$ cat src/hw/wlp_pkg.sv
// Constants and types for the watchdog and low-power mode block
// Summary of operation
// - Sleep bit enters low power, wake clears
// - Low power stops fast clocks and core
// - Active mode runs fast clocks, modules configured
// - Only four modules may run in low power
// - Software gates each module clock individually
// - Enabled wake interrupts end low power
// - Core resumes through the waking interrupt
// - Slow clock stopped: only external interrupts wake
// - Watchdog counts on slow RC clock
// - Interval code selects 18 ms doubling timeouts
// - Normal overflow asserts global reset
// - Low-power overflow raises wake interrupt instead
// - Interval write or global reset clears counter
// - Counter clear released on slow clock
// - Counter restarts after overflow while enabled
// - Key 0x55 disables, else enables watchdog
// - Watchdog runs after reset, key 0x00
// - Overflow reset holds global reset 20 ms
// - Overflow reset sets watchdog reset flag
package wlp_pkg;
  // Register addresses on the special function bus
  localparam logic [7:0] ADDR_LOW_POWER_SELECT    = 8'h87;
  localparam logic [7:0] ADDR_WATCHDOG_INTERVAL   = 8'h91;
  localparam logic [7:0] ADDR_WATCHDOG_ENABLE_KEY = 8'h92;
  // Reset values
  localparam logic [7:0] RST_LOW_POWER_SELECT    = 8'h00;
  localparam logic [7:0] RST_WATCHDOG_INTERVAL   = 8'h00;
  localparam logic [7:0] RST_WATCHDOG_ENABLE_KEY = 8'h00;
  // Field positions and key
  localparam int         SLEEP_REQUEST_BIT = 0;
  localparam int         INTERVAL_LSB      = 0;
  localparam int         INTERVAL_W        = 3;
  localparam logic [7:0] WD_DISABLE_KEY    = 8'h55;
  localparam logic [7:0] READ_ZERO         = 8'h00;
  // Timing: core clock, slow clock and their counts
  localparam longint CORE_CLK_HZ = 20000000;
  localparam longint SLOW_CLK_HZ = 32768;
  localparam longint WD_BASE_MS  = 18;
  localparam longint RST_HOLD_MS = 20;
  localparam int     CNT_W       = 17;
  localparam logic [CNT_W-1:0] WD_BASE_CYC =
    CNT_W'(SLOW_CLK_HZ * WD_BASE_MS / 1000);
  localparam int     HOLD_W      = 20;
  localparam longint RST_HOLD_CYC = CORE_CLK_HZ * RST_HOLD_MS / 1000;
  // Module clock enable bit order
  localparam int NMOD = 11;
  localparam int M_SLOW_TIMER = 0;
  localparam int M_SERIAL2    = 1;
  localparam int M_WATCHDOG   = 2;
  localparam int M_I2C        = 3;
  localparam int M_CORE       = 4;
  // Modules allowed to run in low power
  localparam logic [NMOD-1:0] LP_KEEP_MASK = 11'h00F;
  // Reset sequencer states
  typedef enum logic {WLP_RUN, WLP_HOLD} wlp_state_type;
endpackage

$ cat src/hw/wlp_wd_if.sv
// Interface between mode control and the watchdog counter
`timescale 1ns/1ps
interface wlp_wd_if;
  import wlp_pkg::*;
  logic                  tick;     // Slow clock edge enable
  logic                  clr;      // Clear request, high for an interval write and through the hold
  logic                  en;       // Count enable
  logic [INTERVAL_W-1:0] interval; // Timeout code
  logic                  ovf;      // Overflow pulse
  modport ctrl (output tick, clr, en, interval, input ovf);
  modport cnt  (input tick, clr, en, interval, output ovf);
endinterface

$ cat src/hw/wlp_top.sv
// Watchdog and low-power mode control, top level
`timescale 1ns/1ps
module wlp_top
  import wlp_pkg::*;
#(
  parameter int HOLD_CYC = int'(RST_HOLD_CYC) // Global reset hold
)
(
  input  wire logic            core_clk,
  input  wire logic            arst_n,
  // Special function register port
  input  wire logic [7:0]      sfr_addr,
  input  wire logic            sfr_wr,
  input  wire logic            sfr_rd,
  input  wire logic [7:0]      sfr_wdata,
  output logic      [7:0]      sfr_rdata,
  // Slow RC clock pin, sampled
  input  wire logic            slow_rc_clock,
  // Software clock configuration
  input  wire logic            slow_rc_stop,
  input  wire logic [NMOD-1:0] sw_clk_en,
  // Enabled interrupt requests from wake sources
  input  wire logic            i2c_irq,
  input  wire logic [2:0]      ext_irq,
  input  wire logic            slow_timer_irq,
  // Clock and module control
  output logic                 fast_rc_clock_en,
  output logic                 pll_en,
  output logic                 slow_rc_clock_en,
  output logic [NMOD-1:0]      module_clk_en,
  // Reset and interrupt outputs
  output logic                 sys_rst_n,
  output logic                 watchdog_reset_flag_set,
  output logic                 watchdog_irq,
  output logic                 wake_pulse
);
  // Carrier to the counter; top drives tick, clear, enable, code
  wlp_wd_if wd ();

  logic [7:0]      low_power_select;    // Sleep control
  logic [7:0]      watchdog_interval;   // Timeout code
  logic [7:0]      watchdog_enable_key; // Enable key
  logic            slow_s1;             // Synchroniser stage 1
  logic            slow_s2;             // Synchroniser stage 2
  logic            slow_s3;             // Edge history
  wlp_state_type   state;               // Reset sequencer
  logic [HOLD_W-1:0] hold_cnt;          // Reset hold counter
  logic            sleeping;            // Low power active
  logic            wake;                // Wake condition
  logic            wd_ovf_rst;          // Overflow in normal mode
  logic            in_hold;             // Global reset held
  logic            wr_lps;              // Write sleep register
  logic            wr_int;              // Write interval register
  logic            wr_key;              // Write key register

  // Write strobes per register
  assign wr_lps = sfr_wr && (sfr_addr == ADDR_LOW_POWER_SELECT);
  assign wr_int = sfr_wr && (sfr_addr == ADDR_WATCHDOG_INTERVAL);
  assign wr_key = sfr_wr && (sfr_addr == ADDR_WATCHDOG_ENABLE_KEY);
  assign in_hold = (state == WLP_HOLD);
  assign sleeping = low_power_select[SLEEP_REQUEST_BIT];

  // Slow clock pin crosses into core clock
  // Stage 1 feeds only stage 2, so a metastable sample never
  // reaches the edge logic; stage 3 just keeps edge history
  always_ff @(posedge core_clk or negedge arst_n) begin
    if (!arst_n) begin
      slow_s1 <= 1'b0;
      slow_s2 <= 1'b0;
      slow_s3 <= 1'b0;
    end else begin
      slow_s1 <= slow_rc_clock;
      slow_s2 <= slow_s1;
      slow_s3 <= slow_s2;
    end
  end

  // Rising slow edge is the counting enable
  // Costs two to three core cycles of latency, harmless here
  // Gated off when the slow oscillator is stopped in low power
  assign wd.tick = slow_s2 && !slow_s3 && slow_rc_clock_en;

  // Sleep register: wake clears, software write wins
  // Software is the setter; a wake in the cycle of a sleep
  // write loses, so the core never misses its own request
  always_ff @(posedge core_clk or negedge arst_n) begin
    if (!arst_n) begin
      low_power_select <= RST_LOW_POWER_SELECT;
    end else if (in_hold) begin
      low_power_select <= RST_LOW_POWER_SELECT;
    end else if (wr_lps) begin
      // Only the sleep bit exists, others read zero
      low_power_select <= READ_ZERO;
      low_power_select[SLEEP_REQUEST_BIT] <=
        sfr_wdata[SLEEP_REQUEST_BIT];
    end else if (wake) begin
      low_power_select[SLEEP_REQUEST_BIT] <= 1'b0;
    end
  end

  // Interval register; global reset reloads it
  // Every write also clears the counter, whatever the value
  // Upper five bits are stored and read back but unused
  always_ff @(posedge core_clk or negedge arst_n) begin
    if (!arst_n) begin
      watchdog_interval <= RST_WATCHDOG_INTERVAL;
    end else if (in_hold) begin
      watchdog_interval <= RST_WATCHDOG_INTERVAL;
    end else if (wr_int) begin
      watchdog_interval <= sfr_wdata;
    end
  end

  // Enable key register; reset value keeps dog running
  // Any value but the disable key leaves the dog running
  always_ff @(posedge core_clk or negedge arst_n) begin
    if (!arst_n) begin
      watchdog_enable_key <= RST_WATCHDOG_ENABLE_KEY;
    end else if (in_hold) begin
      watchdog_enable_key <= RST_WATCHDOG_ENABLE_KEY;
    end else if (wr_key) begin
      watchdog_enable_key <= sfr_wdata;
    end
  end

  // Counter control over the interface
  // Clear stays high through the hold so counting restarts at zero
  assign wd.en = (watchdog_enable_key != WD_DISABLE_KEY);
  assign wd.clr = wr_int || in_hold;
  assign wd.interval =
    watchdog_interval[INTERVAL_LSB +: INTERVAL_W];

  wlp_wd_counter u_counter (
    .core_clk (core_clk),
    .arst_n   (arst_n),
    .wd       (wd.cnt)
  );

  // Overflow splits into reset or wake interrupt
  // Overflows during the hold are dropped; the counter is cleared
  assign wd_ovf_rst = wd.ovf && !sleeping && !in_hold;

  // Wake sources; stopped slow clock leaves only external
  // Inputs are already enabled requests from their own blocks
  // Watchdog wake needs the slow clock, so it drops out with it
  always_comb begin
    if (slow_rc_stop) begin
      wake = sleeping && (|ext_irq);
    end else begin
      wake = sleeping && (i2c_irq || (|ext_irq) || slow_timer_irq ||
             (wd.ovf && !in_hold));
    end
  end

  // Reset sequencer: hold global reset after overflow
  // Hold length is a parameter so benches can shorten it
  // Counter width covers the full default hold
  always_ff @(posedge core_clk or negedge arst_n) begin
    if (!arst_n) begin
      state    <= WLP_RUN;
      hold_cnt <= '0;
    end else begin
      unique case (state)
        WLP_RUN: begin
          // Counter parked at zero while running
          hold_cnt <= '0;
          if (wd_ovf_rst) begin
            state <= WLP_HOLD;
          end
        end
        WLP_HOLD: begin
          // Count the full hold before release
          if (hold_cnt == HOLD_W'(HOLD_CYC - 1)) begin
            state <= WLP_RUN;
          end else begin
            hold_cnt <= hold_cnt + 1'b1;
          end
        end
      endcase
    end
  end

  // Registered reset and event outputs
  // Registered so the global reset never glitches on decode
  always_ff @(posedge core_clk or negedge arst_n) begin
    if (!arst_n) begin
      sys_rst_n               <= 1'b0;
      watchdog_reset_flag_set <= 1'b0;
      watchdog_irq            <= 1'b0;
      wake_pulse              <= 1'b0;
    end else begin
      sys_rst_n               <= !in_hold && !wd_ovf_rst;
      watchdog_reset_flag_set <= wd_ovf_rst;
      watchdog_irq <= wd.ovf && sleeping && !in_hold;
      // Core services this interrupt then resumes
      wake_pulse <= wake;
    end
  end

  // Fast clocks follow the mode
  // Combinational: the sleep bit itself is a flip-flop
  assign fast_rc_clock_en = !sleeping;
  assign pll_en           = !sleeping;
  assign slow_rc_clock_en = !(sleeping && slow_rc_stop);

  // Per-module gating, low power keeps a few only
  // Mask keeps slow timer, second serial, watchdog and I2C
  always_comb begin
    if (sleeping) begin
      module_clk_en = sw_clk_en & LP_KEEP_MASK;
    end else begin
      module_clk_en = sw_clk_en;
    end
  end

  // Read data registered; unmapped reads zero
  // One cycle latency; value holds until the next read
  always_ff @(posedge core_clk or negedge arst_n) begin
    if (!arst_n) begin
      sfr_rdata <= READ_ZERO;
    end else if (sfr_rd) begin
      unique case (sfr_addr)
        ADDR_LOW_POWER_SELECT:    sfr_rdata <= low_power_select;
        ADDR_WATCHDOG_INTERVAL:   sfr_rdata <= watchdog_interval;
        ADDR_WATCHDOG_ENABLE_KEY: sfr_rdata <= watchdog_enable_key;
        default:                  sfr_rdata <= READ_ZERO;
      endcase
    end
  end
endmodule

$ cat src/hw/wlp_wd_counter.sv
// Watchdog counter running on slow clock enables
`timescale 1ns/1ps
module wlp_wd_counter
  import wlp_pkg::*;
(
  input wire logic core_clk,
  input wire logic arst_n,
  wlp_wd_if.cnt    wd
);
  logic [CNT_W-1:0] count;    // Slow tick count
  logic             clr_pend; // Clear waiting for slow edge

  // Terminal count doubles per code step
  function automatic logic [CNT_W-1:0] term_of(
    input logic [INTERVAL_W-1:0] code);
    term_of = WD_BASE_CYC << code;
  endfunction

  // Pending clear, set wins over release
  always_ff @(posedge core_clk or negedge arst_n) begin
    if (!arst_n) begin
      clr_pend <= 1'b1;
    end else if (wd.clr) begin
      clr_pend <= 1'b1;
    end else if (wd.tick) begin
      clr_pend <= 1'b0;
    end
  end

  // Counter advances only on slow edges
  always_ff @(posedge core_clk or negedge arst_n) begin
    if (!arst_n) begin
      count <= '0;
    end else if (wd.tick) begin
      if (clr_pend) begin
        count <= '0;
      end else if (wd.en) begin
        if (count == term_of(wd.interval) - 1'b1) begin
          count <= '0;
        end else begin
          count <= count + 1'b1;
        end
      end
    end
  end

  // Overflow pulse one core cycle long
  always_ff @(posedge core_clk or negedge arst_n) begin
    if (!arst_n) begin
      wd.ovf <= 1'b0;
    end else begin
      wd.ovf <= wd.tick && wd.en && !clr_pend && !wd.clr &&
                (count == term_of(wd.interval) - 1'b1);
    end
  end
endmodule

$ cat config.mk
export PLATFORM = sky130hd
export DESIGN_NAME = wlp_top
export DESIGN_NICKNAME = d
export VERILOG_FILES = /design/src/hw/wlp_pkg.sv /design/src/hw/wlp_wd_if.sv /design/src/hw/wlp_top.sv /design/src/hw/wlp_wd_counter.sv
export SDC_FILE = /design/constraint.sdc
export NUM_CORES = 1
export LEC_CHECK = 0
export BUFFER_PORTS_ARGS = -buffer_cell sky130_fd_sc_hd__buf_2
export CAP_MARGIN = 20
export CORE_AREA = 2 2 105 97
export CTS_BUF_LIST = sky130_fd_sc_hd__clkbuf_4
export CTS_CLUSTER_SIZE = 8
export DETAILED_ROUTE_END_ITERATION = 8
export DIE_AREA = 0 0 107 99
export PLACE_DENSITY = 0.7
export SYNTH_ARGS = -nofsm -noshare
export SYNTH_HDL_FRONTEND = slang
export SYNTH_SLANG_ARGS = --single-unit
export TNS_END_PERCENT = 10
$ cat constraint.sdc
create_clock -name core_clk -period 6.9 [get_ports core_clk]
set_input_delay 1.38 -clock core_clk [delete_from_list [all_inputs] [get_ports core_clk]]
set_output_delay 1.38 -clock core_clk [all_outputs]
set_load 0.05 [all_outputs]
* After elaboration in Yosys (flattened, before gate mapping)
Index checks and enable logic that the tools add are counted.
Cells by class: add/sub/neg operators 3, equal/unequal tests 7, shift-type cells 1, multiplexer cells 21, bitwise logic cells 1, reduce and logical (&&, ||, !) cells 37
Operator list (count):
- $mux 17 | 3
- $mux 8 | 5
- $pmux 20 s2 | 1
- $eq 8x8->1 const B | 3
- $pmux 8 s3 | 1
- $add 20x1->20 const B | 1
- $eq 20x19->1 const B | 1
- $mux 20 | 1
- $logic_and 1x1->1 | 18
- $add 17x1->17 const B | 1
- $eq 17x17->1 | 1
- $shl 10x3->17 const A | 1
- $sub 17x1->17 const B | 1
- $mux 11 | 1
- $reduce_bool 2->1 | 5
- $ne 8x7->1 const B | 1
- $logic_not 1->1 | 7
- $mux 1 | 7
- $mux 7 | 1
- $logic_or 1x1->1 | 4
- $reduce_bool 3->1 | 1
- $reduce_or 3->1 | 1
- $ne 2x2->1 const B | 1
- $pmux 1 s2 | 1
- other kinds (2) | 2
Word-level totals: register bits 79, input port bits 38, logic and storage cells 87

* Logic depth before layout (Yosys ltp)
depth after elaboration 9, mapped depth 14, depth with buffers taken out 11

* Hierarchy
Synthesis repeated with hierarchy kept, for this count alone.
Second synthesis, totals: cell total of the unflattened synthesis 483, area total of the unflattened synthesis 4379.2 µm²
Modules (own cells, without submodules):
- wlp_top | instances 1, cells an instance 254, area an instance 2557.5 µm²
- wlp_wd_counter | instances 1, cells an instance 229, area an instance 1821.7 µm²

* Least setup slack after synthesis
OpenSTA, ideal clock, no wires.
kind input to output, start point input sw_clk_en[10], end point output module_clk_en[10], data arrival time 2.087 ns, required time 5.520 ns, path slack 3.433 ns, cell stages on the path 1, path buffers 0, cells stage by stage nor2b_1
On the way: word-level cells in the longest chain between the ends 1
Ends and longest elaborated chain:
- start, declared | line wlp_top.sv:21 | input wire logic [NMOD-1:0] sw_clk_en,
- $mux 11 | line wlp_top.sv:209 | if (sleeping) begin
- end, declared | line wlp_top.sv:30 | output logic [NMOD-1:0] module_clk_en,
Every way passes these cells.

* Worst setup path after layout
start point register watchdog_interval[1], end point register u_counter.count[11]
On the way: word-level cells in the longest chain between the ends 6
Ends and longest elaborated chain:
- start, declared | line wlp_top.sv:41 | logic [7:0] watchdog_interval;
- start signal, assigned | line wlp_top.sv:110 | watchdog_interval <= sfr_wdata;
- $shl 10x3->17 | line wlp_wd_counter.sv:16 | term_of = WD_BASE_CYC << code;
- $sub 17x1->17 | line wlp_wd_counter.sv:38 | if (count == term_of(wd.interval) - 1'b1) begin
- $eq 17x17->1 | line wlp_wd_counter.sv:38
- $mux 17 | line wlp_wd_counter.sv:38
- $mux 17 | line wlp_wd_counter.sv:37 | end else if (wd.en) begin
- $mux 17 | line wlp_wd_counter.sv:35 | if (clr_pend) begin
- end signal, assigned | line wlp_wd_counter.sv:41 | count <= count + 1'b1;
- end, declared | line wlp_wd_counter.sv:10 | logic [CNT_W-1:0] count;
Every way passes these cells. The select of a mux whose other input is x is not followed. A chain may end at the register's enable or synchronous reset.

==> impl_metrics.json <==
{
  "reg2reg_slack_ns": 2.95,
  "end_kind": "flip-flop",
  "firstDrtPassIters": 4,
  "period_needed_ns": 3.95,
  "pwr_density_cell_nw_per_um2": 185,
  "yosys_warnings": 0,
  "peakVddDrop_mv": 0.0984,
  "portBuffers": 55,
  "skew_ns": 0.0236,
  "power_w": 0.000939,
  "seqPwrFrac_pct": 48.5,
  "tns_ns": 0,
  "max-cap-violations": 0,
  "core_area_um2": 9490,
  "switchingPower_w": 0.000287,
  "cp.required_ns": 7.20,
  "drive_above_1_share_pct": 17.7,
  "yosysMostFrequentCell": "dfrtp_1",
  "drv_slew": 0,
  "syn_area_um2": 4670,
  "postRouteAntennaNets": 0,
  "grt_pass1_vias": 3783,
  "cts_resized": 0,
  "startpoint_type": "flip-flop",
  "synth_common_cells": "dfrtp_1, nand2_1, nand3_1",
  "vias": 4036,
  "routedWlPerCell_um": 16.1,
  "antenna_found_initial": 0,
  "rows": 34,
  "r2r-start": "watchdog_interval[1]",
  "num_antenna_cells": 0,
  "cts_tree": "done",
  "post-synth-top-area-cell": "dfrtp_1",
  "p_int_w": 0.000653,
  "post-route-util_pct": 53.6,
  "cts_made_buffers": 9,
  "place_ws_ns": 3.00,
  "max_slew_margin_pct": 30.8,
  "layout.nets": 601,
  "cts.sinks": 72,
  "ios": 64,
  "post_cts_buffers": 0,
  "synth.distinct_cells": 70,
  "r2r_cells": 9,
  "rsz0062_at_grt": "false",
  "p_clk_share_pct": 34.2,
  "synth_top_area_share_pct": 38.0,
  "hold_violations": 0,
  "grt_pass1_wl_um": 18400,
  "critPathCapture": "u_counter.count[11]",
  "syn_to_final_growth_pct": 8.84,
  "vias_per_cell": 5.90,
  "drtIter0Drc": 274,
  "grt_overflow": 0,
  "power_frac_comb_pct": 17.2,
  "synth-edff-count": 0,
  "grtUsageTotal_pct": 21.5,
  "p_leak_nw": 2.09,
  "startpoint": "watchdog_interval[1]",
  "synthesis.nets": 573,
  "timing.final.ws_setup_ns": 2.95,
  "dieArea_um2": 10600,
  "worst_pin_slew_ns": 1.03,
  "path_class": "reg -> reg",
  "yosysSeqAreaShare_pct": 38.6,
  "synthTopCellsByArea": "dfrtp_1, nand3_1, nand2_1, a21oi_1, xnor2_1",
  "dpl.hpwl_um": 7700,
  "nFillCells": 860,
  "die_w_um": 107,
  "cts.clk_slew.worst_paths_ns": 0.13,
  "yosys_register_bits": 72,
  "totalWireLength_um": 11000,
  "fp.dieH_um": 99,
  "start_util_pct": 49.3,
  "clockRootBuffer": "clkbuf_4",
  "synth_async_sr_flop_share_pct": 100,
  "synth_cells": 525,
  "clk_path_buf_depth": 2,
  "clock.fmax_ghz": 0.253,
  "insertion_delay_ns": 0.43,
  "min_period_over_period_pct": 57.3,
  "grt_max_degree": 73,
  "status": "completed",
  "htreeDepth": 3,
  "setup_viol": 0,
  "drc": 0,
  "syn_area_per_cell_um2": 8.90,
  "min_path_type": "reg -> reg",
  "reg2reg_to": "u_counter.count[11]",
  "synth_flop_cell": "dfrtp_1",
  "gp_routability_congestion": 0.963,
  "p_sw_share_pct": 30.5,
  "critical_path.max_fanout": 22,
  "arrival_ns": 4.25,
  "holdBufCountCts": 0
}
-- kinds of logic after synthesis --
kind of cell | Yosys count | share of synthesized area [%]
compound gates | 116 | 17.2
buf+inv | 59 | 6.10
mux | 6 | 1.29
flops | 72 | 38.6
fa+ha+maj | 10 | 2.68
simple gates | 230 | 27.5
xor+xnor | 32 | 6.59
-- power groups by stage --
| stage | combinational (W) | sequential [W] | clock [W] |
|---|---|---|---|
| after detailed placement | 0.000161 | 0.000463 | 0 |
| after floorplan | 0.000115 | 0.000468 | 0 |
| after CTS | 0.000162 | 0.000455 | 0.000326 |
| after global placement | 0.000159 | 0.000463 | 0 |
| after global routing | 0.000178 | 0.000458 | 0.000345 |
| final | 0.000162 | 0.000456 | 0.000322 |
-- critical path, cell delays in order, from the launching register on --
cell and delay, ns:
dfrtp_1 0.74, inv_1 0.21, ha_1 0.68, nor4b_4 0.35, mux2i_1 0.27, o32ai_1 0.19, nor4b_4 0.25, nand4_2 0.54
nand2_2 0.45, o311ai_1 0.14
-- cell type report --
cell class                 count  area [um^2]  share of cell area, %
tap                          126          158                   3.10
clock inverter                 7          103                   2.02
multi-input combinational    394         2590                   50.9
timing repair buffer          58          298                   5.85
clock buffer                   9         67.6                   1.33
inverter                      18         67.6                   1.33
sequential                    72         1800                   35.4
-- placed cells by master (no fill, tap or decap), types with 4 or more instances in the layout --
master | Yosys | layout
dfrtp_1 | 71 | 71
nor2_1 | 37 | 37
a21oi_1 | 37 | 37
or3_1 | 7 | 7
ha_1 | 10 | 10
nand2b_1 | 10 | 10
o311ai_1 | 5 | 5
clkbuf_4 | 0 | 9
buf_2 | 6 | 55
inv_1 | 17 | 17
xor2_1 | 13 | 13
nor3b_2 | 4 | 4
and2_1 | 4 | 4
a31oi_1 | 12 | 12
nand4_1 | 12 | 12
and3_1 | 6 | 6
nand3_1 | 40 | 40
nor3_1 | 10 | 9
nor3b_1 | 4 | 4
o21ai_0 | 12 | 12
o22ai_1 | 5 | 5
nand2_1 | 52 | 52
mux2i_1 | 6 | 6
a211oi_1 | 4 | 4
xnor2_1 | 17 | 17
nor4_1 | 5 | 5
a22oi_1 | 7 | 7
o211a_1 | 4 | 4
nor2b_1 | 15 | 15
-- metal layers --
layer  up-vias  part of all wire [%]  GRT usage, %
met5         -                     0             0
met4         0                   1.2          6.29
met3        15                   4.9          4.30
met2       121                    48          34.1
met1      1958                    46          29.9
li1       1942                     -             -
-- worst min path at each step --
stage,depth (start not counted),endpoint,startpoint
after detailed placement,0,slow_s2,slow_s1
final,0,slow_s2,slow_s1
after CTS,0,slow_s2,slow_s1
after floorplan,0,slow_s2,slow_s1
after global routing,0,slow_s2,slow_s1
after global placement,0,slow_s2,slow_s1
-- sequential cells by signal, summed over array words and instances, names as in the netlist, 8 cells and up --
register,flops
hold_cnt,20
u_counter.count,17
sfr_rdata,8
watchdog_enable_key,8
watchdog_interval,8
-- through the flow --
stage | hold slack, ns | cell area, um^2 | cells
after floorplan | 0.331 | 4670 | 525
after global placement | 0.342 | 4920 | 668
after detailed placement | 0.361 | 4920 | 668
after CTS | 0.388 | 5090 | 684
after global routing | 0.398 | 5090 | 684
final | 0.387 | 5090 | 684
(Power assumes the default switching activity.)
